## src/rst_clk_pkg.sv

```systemverilog
// Package: types and constants for the reset and clock source controller
package rst_clk_pkg;

   // Number of reset sources
   localparam int unsigned SRC_COUNT      = 6;
   // Source indices inside the request vector
   localparam int unsigned SRC_SUPPLY     = 0;
   localparam int unsigned SRC_WATCHDOG   = 1;
   localparam int unsigned SRC_MISS_CLK   = 2;
   localparam int unsigned SRC_CMP0       = 3;
   localparam int unsigned SRC_SOFTWARE   = 4;
   localparam int unsigned SRC_PIN        = 5;

   // Cycles spent in ST_HOLD; the system reset is held one cycle more after all requests vanish
   localparam logic [1:0]  HOLD_CYCLES    = 2'h2;

   // Reset values
   localparam logic        RESET_SYS_RST  = 1'b1;
   localparam logic        RESET_PIN_OE_N = 1'b0;
   localparam logic [5:0]  RESET_CAUSE    = 6'h00;
   localparam logic        RESET_CLK_EXT  = 1'b0;
   localparam logic        RESET_WDT_LOCK = 1'b0;
   localparam logic        RESET_WDT_ACTIVE = 1'b1;

   typedef enum logic [1:0] {
      ST_RESET,
      ST_HOLD,
      ST_RUN
   } seq_state_t;

   // Per-source software enables (supply and pin have no enable bit)
   typedef struct packed {
      logic       wdt_en;
      logic       miss_clk_en;
      logic       cmp0_en;
      logic       soft_en;
   } src_enable_t;

   // Requests from the sources after gating and masking
   typedef struct packed {
      logic       pin;
      logic       software;
      logic       cmp0;
      logic       miss_clk;
      logic       watchdog;
      logic       supply;
   } src_request_t;

   typedef struct packed {
      seq_state_t  state;
      logic [1:0]  hold_cnt;
      logic        sys_rst;
      logic        pin_oe_n;
      logic [5:0]  cause;
      logic        clk_ext;
      logic        wdt_lock;
      logic        wdt_active;
      logic        por_done;
   } ctrl_state_t;

endpackage : rst_clk_pkg

```

## src/reset_and_clock_source_control.sv

```systemverilog
// Reset source combiner, reset pin driver and system clock source select
//
// Contract
// - System reset comes from supply, watchdog, missing clock, comparator, software, pin.
// - Reset pin is two-way: outside may pull it, device drives internal resets out.
// - Supply monitor acts only while its enable pin is high.
// - Software masks every source except supply monitor and reset pin.
// - After power-on, software may lock the watchdog on until the next power-on or supply reset.
// - Every reset selects the internal clock generator.
// - Software switches between internal and external clock while running.
`timescale 1ns/1ps

module reset_and_clock_source_control (
   // Clock, reset, enable
   input  wire logic                        clk_sys,
   input  wire logic                        arst_n,
   input  wire logic                        clk_en,
   // Source requests
   input  wire logic                        supply_low,
   input  wire logic                        supply_monitor_enable_pin,
   input  wire logic                        power_on,
   input  wire logic                        wdt_timeout,
   input  wire logic                        miss_clk_detect,
   input  wire logic                        cmp0_trip,
   input  wire logic                        soft_reset,
   // Reset pin, three signals
   input  wire logic                        rst_pin_in,
   output logic                             rst_pin_out,
   output logic                             rst_pin_oe_n,
   // Software controls
   input  rst_clk_pkg::src_enable_t         src_enable,
   input  wire logic                        wdt_disable_req,
   input  wire logic                        wdt_lock_req,
   input  wire logic                        clk_ext_sel,
   // Status
   output logic                             sys_rst,
   output logic [5:0]                       reset_cause,
   output logic                             clk_ext_active,
   output logic                             wdt_locked,
   output logic                             wdt_enabled
);

   ////////////////////////////////////////////////////////////////////////////
   rst_clk_pkg::ctrl_state_t   st;
   rst_clk_pkg::ctrl_state_t   next_st;
   rst_clk_pkg::src_request_t  req;
   logic                       internal_any;
   logic                       any_req;
   logic                       pin_ext;

   // Our own drive shows on the pin; only count the pin as external when we are not driving
   assign pin_ext = !rst_pin_in && st.pin_oe_n;

   always_comb begin
      req          = '0;
      req.supply   = supply_low && supply_monitor_enable_pin;
      req.watchdog = wdt_timeout && st.wdt_active;
      req.miss_clk = miss_clk_detect && src_enable.miss_clk_en;
      req.cmp0     = cmp0_trip && src_enable.cmp0_en;
      req.software = soft_reset && src_enable.soft_en;
      req.pin      = pin_ext;
   end

   assign internal_any = req.supply || req.watchdog || req.miss_clk
                      || req.cmp0 || req.software;
   assign any_req      = internal_any || req.pin;

   ////////////////////////////////////////////////////////////////////////////
   always_comb begin
      next_st = st;
      case (st.state)
         rst_clk_pkg::ST_RESET: begin
            if (!any_req) begin
               next_st.state    = rst_clk_pkg::ST_HOLD;
               next_st.hold_cnt = '0;
            end
         end
         rst_clk_pkg::ST_HOLD: begin
            // A bouncing source restarts the hold, so reset never chatters
            if (any_req) begin
               next_st.state = rst_clk_pkg::ST_RESET;
            end else if (st.hold_cnt == rst_clk_pkg::HOLD_CYCLES - 2'h1) begin
               next_st.state    = rst_clk_pkg::ST_RUN;
               next_st.sys_rst  = 1'b0;
               next_st.pin_oe_n = 1'b1;
               next_st.por_done = 1'b1;
            end else begin
               next_st.hold_cnt = st.hold_cnt + 2'h1;
            end
         end
         rst_clk_pkg::ST_RUN: begin
            // Lock taken in any run cycle; sticky until power-on or supply reset
            if (wdt_lock_req && !st.por_done) begin
               next_st.wdt_lock = 1'b1;
            end
            if (wdt_lock_req && st.por_done && !st.wdt_lock) begin
               next_st.wdt_lock = 1'b1;
            end
            if (st.wdt_lock) begin
               next_st.wdt_active = 1'b1;
            end else begin
               next_st.wdt_active = src_enable.wdt_en && !wdt_disable_req;
            end
            next_st.clk_ext = clk_ext_sel;
            if (any_req) begin
               next_st.state    = rst_clk_pkg::ST_RESET;
               next_st.sys_rst  = 1'b1;
               next_st.pin_oe_n = !internal_any;
               next_st.cause    = req;
               next_st.clk_ext  = 1'b0;
               // A supply reset clears the lock; other sources leave it set
               if (req.supply) begin
                  next_st.wdt_lock = 1'b0;
               end
            end
         end
         default: begin
            next_st.state = rst_clk_pkg::ST_RESET;
         end
      endcase
      if (st.state != rst_clk_pkg::ST_RUN) begin
         next_st.clk_ext = 1'b0;
         if (internal_any) begin
            next_st.pin_oe_n = 1'b0;
         end
      end
      if (power_on) begin
         next_st.wdt_lock   = 1'b0;
         next_st.wdt_active = 1'b1;
         next_st.por_done   = 1'b0;
      end
   end

   always_ff @(posedge clk_sys or negedge arst_n) begin
      if (!arst_n) begin
         st            <= '0;
         st.state      <= rst_clk_pkg::ST_RESET;
         st.sys_rst    <= rst_clk_pkg::RESET_SYS_RST;
         st.pin_oe_n   <= rst_clk_pkg::RESET_PIN_OE_N;
         st.cause      <= rst_clk_pkg::RESET_CAUSE;
         st.clk_ext    <= rst_clk_pkg::RESET_CLK_EXT;
         st.wdt_lock   <= rst_clk_pkg::RESET_WDT_LOCK;
         st.wdt_active <= rst_clk_pkg::RESET_WDT_ACTIVE;
      end else if (clk_en) begin
         st <= next_st;
      end
   end

   assign rst_pin_out    = 1'b0;
   assign rst_pin_oe_n   = st.pin_oe_n;
   assign sys_rst        = st.sys_rst;
   assign reset_cause    = st.cause;
   assign clk_ext_active = st.clk_ext;
   assign wdt_locked     = st.wdt_lock;
   assign wdt_enabled    = st.wdt_active;
endmodule : reset_and_clock_source_control

```

## config.mk

```make
export PLATFORM = sky130hd
export DESIGN_NAME = reset_and_clock_source_control
export DESIGN_NICKNAME = d
export VERILOG_FILES = /design/src/rst_clk_pkg.sv /design/src/reset_and_clock_source_control.sv
export SDC_FILE = /design/constraint.sdc
export NUM_CORES = 1
export LEC_CHECK = 0
export BUFFER_PORTS_ARGS = -buffer_cell sky130_fd_sc_hd__buf_2
export CAP_MARGIN = 30
export CORE_MARGIN = 2
export CORE_UTILIZATION = 46
export DETAILED_ROUTE_END_ITERATION = 8
export PLACE_DENSITY = 0.73
export SYNTH_ARGS = -nofsm -noshare
export SYNTH_HDL_FRONTEND = slang
export SYNTH_SLANG_ARGS = --single-unit
```

## constraint.sdc

```tcl
create_clock -name clk_sys -period 2 [get_ports clk_sys]
set_input_delay 0.4 -clock clk_sys [delete_from_list [all_inputs] [get_ports clk_sys]]
set_output_delay 0.4 -clock clk_sys [all_outputs]
set_load 0.005 [all_outputs]
```

== Yosys cells after proc, flatten, opt, wreduce, memory -nomap -nowiden ==
Cells that the tools add are included.

* Bits in registers: 16
* Input port bits: 18
* Output and inout port bits: 12
* Logic and storage cells: 78

* Add/sub/neg operators: 1
* Equality and inequality tests: 11
* Multiplexer cells: 23
* Reductions and logical operators: 34

{| class="wikitable"
|+ Operator list
! operator !! count
|-
| $ne 2x2->1 const B || 7
|-
| $reduce_bool 2->1 || 6
|-
| $logic_and 1x1->1 || 10
|-
| $mux 1 || 10
|-
| $mux 10 || 1
|-
| $mux 2 || 5
|-
| $reduce_and 5->1 || 2
|-
| $mux 4 || 2
|-
| $pmux 2 s2 || 2
|-
| $reduce_and 4->1 || 2
|-
| $mux 3 || 2
|-
| $pmux 2 s3 || 1
|-
| $logic_not 1->1 || 5
|-
| $logic_or 1x1->1 || 5
|-
| $eq 2x1->1 const B || 2
|-
| $reduce_and 2->1 || 2
|-
| $ne 3x3->1 const B || 1
|-
| $reduce_and 3->1 || 1
|-
| $add 2x1->2 const B || 1
|-
| $eq 2x2->1 const B || 1
|-
| $logic_not 2->1 || 1
|}

== Longest topological paths before layout ==
Gate-level depths: netlist of run 1.

* Word-level depth: 10
* Depth in mapped cells: 7

== Worst setup path after synthesis of run 1 ==
No wires, ideal clock.

* Path kind: input to register
* From: input port wdt_timeout
* To: register st[12] in the netlist's numbering
* Library setup time: 127 ps
* Data arrival time: 1672 ps
* Data required time: 1873 ps
* Setup slack: 201 ps
* Stages on the path: 4
* Buffers on the path: 0
* Cell sequence: a222oi_1 -> nand3_2 -> nor2_4 -> mux2_1

* Cells in the longest elaborated chain, start to end: 8
* Elaborated cells between the ends (all ways): 9

{| class="wikitable"
|+ RTL lines
! element !! line !! source
|-
| from (decl) || reset_and_clock_source_control.sv:22 || <nowiki>input wire logic wdt_timeout,</nowiki>
|-
| $logic_and 1x1->1 (*) || reset_and_clock_source_control.sv:57 || <nowiki>req.watchdog = wdt_timeout && st.wdt_active;</nowiki>
|-
| $logic_or 1x1->1 (*) (2 in series) || reset_and_clock_source_control.sv:64 || <nowiki>assign internal_any = req.supply || req.watchdog || req.miss_clk</nowiki>
|-
| $logic_or 1x1->1 (*) (2 in series) || reset_and_clock_source_control.sv:65 || <nowiki>|| req.cmp0 || req.software;</nowiki>
|-
| $logic_or 1x1->1 (*) || reset_and_clock_source_control.sv:66 || <nowiki>assign any_req = internal_any || req.pin;</nowiki>
|-
| $ne 2x2->1 (no line) || n/a ||
|-
| $reduce_and 5->1 (no line) (*) || n/a ||
|-
| to (signal assigned) || reset_and_clock_source_control.sv:145 || <nowiki>st <= next_st;</nowiki>
|-
| to (decl) || reset_and_clock_source_control.sv:44 || <nowiki>rst_clk_pkg::ctrl_state_t st;</nowiki>
|}

Mark *: on every way between the ends. The rest lies on a longest branch, timed or not.
A chain may end at the register's enable or synchronous reset.

== Final worst setup path of run 1 ==
* From: register st, in the netlist wdt_enabled
* To: register st[12] in the netlist's numbering

* Cells in the longest elaborated chain, start to end: 8
* Elaborated cells between the ends (all ways): 9

{| class="wikitable"
|+ RTL lines
! element !! line
|-
| $logic_and 1x1->1 (*) || reset_and_clock_source_control.sv:57
|-
| $logic_or 1x1->1 (*) (2 in series) || reset_and_clock_source_control.sv:64
|-
| $logic_or 1x1->1 (*) (2 in series) || reset_and_clock_source_control.sv:65
|-
| $logic_or 1x1->1 (*) || reset_and_clock_source_control.sv:66
|-
| $ne 2x2->1 (no line) || n/a
|-
| $reduce_and 5->1 (no line) (*) || n/a
|}

Marked as above.

==> metrics.md, run 1 <==
| Metric | Value |
|---|---|
| Outcome | completed |
| Final Critical Period | 1.643 ns |
| Sink Count | 15 |
| Gate Count Post-Synth | 99 |
| CTS Buffer Depth | 2 |
| Cell Area, Synth | ~900 um^2 |
| Antenna-violating nets left | 0 |
| Hold Path Class | input port to asynchronous set/reset pin |
| Period utilization | slightly above 80% |
| Kind of critical path | register to register |
| Avg Inst Size Synth | 9.049 um^2 |
| Setup violators final | 0 |
| EDFF count, synth | 0 |
| Ranking of synthesized cells by area | dfrtp_1 (36%), buf_4 (6.7%), dfstp_2 (5.9%) |
| Final nets | 146 |
| CTS tree | built |
| Max_cap viols | 0 |
| Register area share after synthesis | between 40% and 50% |
| DPL Wire Length | 1431 um |
| First-iteration detailed-routing DRC count | 13 |
| IO buf count | 28 |
| First-pass GRT wire length | 2863 um |
| Grt ovf | 0 |
| CTS buffer count | 3 |
| Util after Layout | 58.67% |
| DR DRC count | 0 |
| Die Area | between 2000 and 2500 um^2 |
| Count leader, synth | nand2_1 |
| Pin count of the biggest net entering global routing | 16 |
| Yosys cell types | 33 |
| Initial antenna violation count | 0 |
| Largest area contributor in the netlist | dfrtp_1 |
| Clock Latency Late Sink | ~0.28 ns |
| Post-synth top area share | 36.31% |
| Initial core utilization | 50.25% |
| Skew final | a little over 0.008 ns |
| Post-synthesis async set-or-reset flop share | 100.0% |
| Routed vias | 793 |
| Core Box Area | 1783 um^2 |
| #FFs+latches synth | 15 |
| Overall power | 1.076 mW |
| ANT cells | 0 |
| CTS resizes | 0 |
| Worst path required time | 2.17 ns |
| Critical Path End Type | register |
| Row cnt | 15 |
| RePlAce Congestion | 0.8602 |
| WL final | 1849 um |
| Fmax | 608.7 MHz |
| RSZ-0062 raised after global routing | false |
| Hold buffer count at CTS | 0 |
| Clock Tree Root | clkbuf_4 |
| Worst R2R Path Depth | 4 |
| Vias in the first global route | between 600 and 700 |
| Via density | between 5 and 6 |
| Share of layout cells above drive strength 1 | between 30 and 40% |
| Setup bufs post-CTS | 0 |
| H-tree levels | 1 |
| Chip Width | 48.13 um |
| Vert. Die Dim | slightly below 50 um |
| Post-Syn Nets | 121 |
| Cell Pwr Density | 1029 nW/um^2 |
| I/O pin cnt | 30 |
| Top post-synthesis cells by count | nand2_1 (14), dfrtp_1 (13), inv_1 (9), o21ai_0 (9), buf_4 (8) |
| Setup TNS | 0 ns |
| Peak supply drop | 0.6617 mV |
| Crit path DAT | between 1.5 and 2 ns |
| DR pass1 iterations | 4 |
| Synth warnings | 0 |
| Fin. Hold Viols | 0 |
| P_leak | 0.5269 nW |
| Fillers | 176 |
| Launch point of the worst reg-to-reg path | wdt_enabled$_DFFE_PN1P_ |
| Synth Flop Type | dfrtp_1 |
| Clock slew at reported path FFs | 0.09 ns |
| Area grow syn2layout | 16.76% |
| FF-to-FF setup slack | around 0.36 ns |
| WL/cell | 12.49 um |
| Slew Viols, Final | 0 |
| FF-to-FF End | st[12]$_DFFE_PN0P_ |
| Total GRT Usage | 18.78% |
| Max FO, Critical Path | 5 |
| Startpoint Class | register |
final cells by class:
cell class	instances	area [um^2]	share of cell area (%)
Clock buffer	3	22.52	2.153
Clock inverter	1	5.005	0.4785
Inverter	9	33.78	3.230
Multi-Input combinational cell	64	412.9	39.47
Sequential cell	15	377.9	36.12
Tap cell	25	31.28	2.990
Timing Repair Buffer	31	162.7	15.55
cells by family (layout without fill, tap and decap cells):
kind of cell | Yosys count | after routing | share of synthesized area [%]
AND/OR/NAND/NOR | 29 | 29 | 16.62
AO/OA/AOI/OAI | 28 | 28 | 21.09
buffers and inverters | 20 | 44 | 11.73
flip-flops | 15 | 15 | 42.18
adder cells (fa/ha/maj) | 4 | 4 | 5.587
multiplexers | 2 | 2 | 2.374
other | 1 | 1 | 0.4186
worst max-delay path, stage by stage (launching register included):
cell      delay (ns)
dfstp_2         0.39
a222oi_1        0.41
nand3_2         0.22
nor2_4          0.18
mux2_1          0.32
registers in the layout, summed over array words and instances, names as in the netlist:
name and count:
reset_cause 6, st 4, clk_ext_active 1, rst_pin_oe_n 1, sys_rst 1, wdt_enabled 1, wdt_locked 1
cells in the final DEF, fill, tap and decap left out, types with 3 or more instances in the layout:
cell type   n
buf_2      28
buf_4       3
clkbuf_4    3
dfrtp_1    13
ha_1        4
inv_1       9
nand2_1    14
nand2b_1    4
nand3_1     3
o21ai_0     9
o22ai_1     3
worst max path at each step:
stage | slack [ns] | to | cells past startpoint | start
6_report | 0.36 | st[12]$_DFFE_PN0P_ | 4 | wdt_enabled$_DFFE_PN1P_
5_1_grt | 0.20 | st[12]$_DFFE_PN0P_ | 4 | wdt_enabled$_DFFE_PN1P_
4_1_cts | 0.35 | st[12]$_DFFE_PN0P_ | 4 | wdt_enabled$_DFFE_PN1P_
3_5_place_dp | 0.21 | st[12]$_DFFE_PN0P_ | 5 | wdt_timeout
3_3_place_gp | 0.25 | st[12]$_DFFE_PN0P_ | 5 | wdt_timeout
2_1_floorplan | 0.20 | st[12]$_DFFE_PN0P_ | 4 | wdt_timeout
power by group:
| group | total [mW] | internal [mW] | switching [mW] |
|---|---|---|---|
| registers | 0.457 | 0.404 | 0.0532 |
| clock network | 0.171 | 0.0743 | 0.0963 |
| logic | 0.448 | 0.208 | 0.241 |
| total | 1.08 | 0.686 | 0.390 |
metal layers:
metal	global-route usage, %	wire [um]
met5	0	0
met4	11.35	42
met3	2.222	68
met2	33.33	941
met1	21.45	797
stage by stage:
step           std cells  instance area (um^2)  hold WS (ns)  setup slack (ns)
2_1_floorplan         99                 895.9        0.1044            0.2008
3_3_place_gp         144                  1018        0.3209            0.2545
3_5_place_dp         144                  1018        0.3240            0.2138
4_1_cts              148                  1046      0.007788            0.3467
5_1_grt              148                  1046       0.01553            0.2042
6_report             148                  1046      0.004208            0.3571
Note: power is estimated with default switching activity, not from simulation.
==> run 2, diff against run 1 <==
--- a/config.mk
+++ b/config.mk
@@ -8,7 +8,7 @@
 export BUFFER_PORTS_ARGS = -buffer_cell sky130_fd_sc_hd__buf_2
 export CAP_MARGIN = 30
 export CORE_MARGIN = 2
-export CORE_UTILIZATION = 46
+export CORE_UTILIZATION = 44
 export DETAILED_ROUTE_END_ITERATION = 8
 export PLACE_DENSITY = 0.73
 export SYNTH_ARGS = -nofsm -noshare
==> constraint.sdc (replaced) <==
create_clock -name clk_sys -period 1.5 [get_ports clk_sys]
set_input_delay 0.3 -clock clk_sys [delete_from_list [all_inputs] [get_ports clk_sys]]
set_output_delay 0.3 -clock clk_sys [all_outputs]
set_load 0.005 [all_outputs]
==> metrics.md, run 2 (same netlist as run 1, synthesis figures left out) <==
| Metric | Value |
|---|---|
| H-tree levels | 1 (unchanged) |
| Skew final | 0.002936 ns (-0.005267 ns) |
| Largest register FFs | 6 (unchanged) |
| Peak supply drop | 0.8156 mV (+23%) |
| Layout Cells excl Fill | 162 (+9.5%) |
| CTS buffer count | 3 (unchanged) |
| Outcome | finished with violations |
| Commonest cells after routing, fill and taps aside | buf_2 (28), nand2_1 (14), dfrtp_1 (12), buf_4 (12), inv_1 (8) |
| Antenna-violating nets left | 0 (unchanged) |
| First-iteration detailed-routing DRC count | 19 (+6) |
| Area grow syn2layout | 33.94% |
| I/O pin cnt | 30 (unchanged) |
| Vias in the first global route | 810 (+20%) |
| Crit path DAT | 1.67 ns (-0.14 ns) |
| Kind of critical path | register to register |
| Setup slack after layout | -0.0008803 ns (-0.3580 ns) |
| Clock Latency Late Sink | 0.28 ns (about the same) |
| Fmax | 666.3 MHz (+9.5%) |
| Clock Tree Root | clkbuf_4 |
| FF-to-FF End | st[14]$_DFFE_PN0P_ |
| Failing checks | setup timing |
| Setup violators final | 1 (+1) |
| DR DRC count | 0 (unchanged) |
| Design Area, Final | 1200 um^2 (+15%) |
| Die Area | 2413 um^2 (+4.2%) |
| Routed vias | 855 (+7.8%) |
| Post-place instance area | 1102 um^2 (+8.2%) |
| Core Box Area | 1942 um^2 (+8.9%) |
| Chip Width | 49.12 um (+2.1%) |
| Max_cap viols | 0 (unchanged) |
| Critical Path End Type | register |
| Clock slew at reported path FFs | 0.09 ns (about the same) |
| Launch point of the worst reg-to-reg path | wdt_enabled$_DFFE_PN1P_ |
| CTS Buffer Depth | 2 (unchanged) |
| Via density | 5.278 (-1.5%) |
| WL/cell | 12.57 um (+0.65%) |
| Period utilization | 100.1% (+18 points) |
| Final nets | 158 (+8.2%) |
| Final Critical Period | 1.501 ns (-0.1420 ns) |
| RePlAce Congestion | 0.8062 (-6.3%) |
| Total GRT Usage | 17.52% (-1.3 points) |
| CTS tree | built |
| DPL Wire Length | 1445 um (+1.0%) |
| Sink Count | 15 (unchanged) |
| IO buf count | 28 (unchanged) |
| Startpoint Class | register |
| Worst path required time | 1.67 ns (-0.50 ns) |
| Launch point of the critical path | wdt_enabled$_DFFE_PN1P_ |
| Post-Place Cells | 156 (+8.3%) |
| Pin count of the biggest net entering global routing | 16 (unchanged) |
| Slew Viols, Final | 0 (unchanged) |
| Initial core utilization | 46.13% (-4.1 points) |
| Max FO, Critical Path | 3 (-2) |
| Most common cell after layout, fill and taps aside | buf_2 |
| Critical Path End | st[14]$_DFFE_PN0P_ |
| P_leak | 0.5801 nW (+10%) |
| Worst R2R Path Depth | 5 (+1) |
| Hold Path Class | input port to register |
| Grt ovf | 0 (unchanged) |
| First-pass GRT wire length | 3346 um (+17%) |
| WL final | 2037 um (+10%) |
| RSZ-0062 raised after global routing | true |
| Cell Pwr Density | 1355 nW/um^2 (+32%) |
| Fin. Hold Viols | 0 (unchanged) |
| Row cnt | 16 (+1) |
| Initial antenna violation count | 0 (unchanged) |
| Vert. Die Dim | 49.12 um (+2.1%) |
| ANT cells | 0 (unchanged) |
| FF-to-FF setup slack | -0.0009 ns (-0.36 ns) |
| Share of layout cells above drive strength 1 | 44.44% (+11 points) |
| DR pass1 iterations | 4 (unchanged) |
[run 2: cell count changes in the layout (fill, tap and decap cells not counted), sizes merged]
cell / previous run / this run
a31o: 2 / 3
buf: 31 / 41
clkbuf: 3 / 4
clkinv: 1 / 0
dlygate4sd3: 0 / 1
[run 2: critical path, stage by stage, from the launching register on]
cell      delay, ns
dfstp_2        0.54
a222oi_1       0.08
buf_4          0.16
and3_1         0.18
a31o_2         0.22
a22o_1         0.21
[run 2: through the flow]
stage	total power [mW]	hold WS [ns]	utilization [%]	setup WS (ns)	setup TNS, ns
global route	1.738	0.2637	61.79	-0.04811	-0.1517
finish	1.626	0.2526	61.79	-0.0008803	-0.0008803
detailed placement	1.306	0.2283	56.77	-0.08354	-0.2694
CTS	1.564	0.2550	59.79	-0.001744	-0.002111
floorplan	1.102	0.004409	-	-0.2591	-0.5483
global placement	1.274	0.2194	56.77	-0.07864	-0.2588
[run 2: final cells by class]
| class | count | area (um^2) |
|---|---|---|
| fillers | 159 | 742.0 |
| multi-input cells | 65 | 475.5 |
| flip-flops and latches | 15 | 379.1 |
| repair buffers | 42 | 251.5 |
| inverters | 9 | 33.78 |
| well taps | 27 | 33.78 |
| clock buffers | 4 | 26.28 |
[run 2: power by group]
group	total (mW)	switching, mW	leakage [nW]	internal [mW]
logic	0.762	0.365	0.373	0.397
clock network	0.230	0.127	0.0150	0.103
registers	0.634	0.0919	0.192	0.542
[run 2: timing repair]
action,4_1_cts,5_1_grt
pin swaps,2,2
cloned,0,1
resized for setup,6,9
endpoints found under the hold margin,13,0
hold buffers,1,0
endpoints found under the setup margin,4,8
setup buffers,0,1
[run 2: worst min path at each step]
| stage | startpoint | to | slack, ns | cells after the start |
|---|---|---|---|---|
| 2_1_floorplan | arst_n | clk_ext_active$_DFFE_PN0P_ | 0.004 | 0 |
| 3_5_place_dp | arst_n | reset_cause[2]$_DFFE_PN0P_ | 0.23 | 1 |
| 4_1_cts | src_enable[1] | reset_cause[3]$_DFFE_PN0P_ | 0.25 | 3 |
| 3_3_place_gp | arst_n | reset_cause[2]$_DFFE_PN0P_ | 0.22 | 1 |
| 5_1_grt | src_enable[1] | reset_cause[3]$_DFFE_PN0P_ | 0.26 | 3 |
| 6_report | src_enable[1] | reset_cause[3]$_DFFE_PN0P_ | 0.25 | 3 |
[run 2: layer usage]
layer	vias up	wire (um)	global-route usage (%)
li1	419	-	-
met4	0	24	6.190
met3	4	85	2.454
met2	22	1038	31.53
met5	-	0	0
met1	410	888	21.05
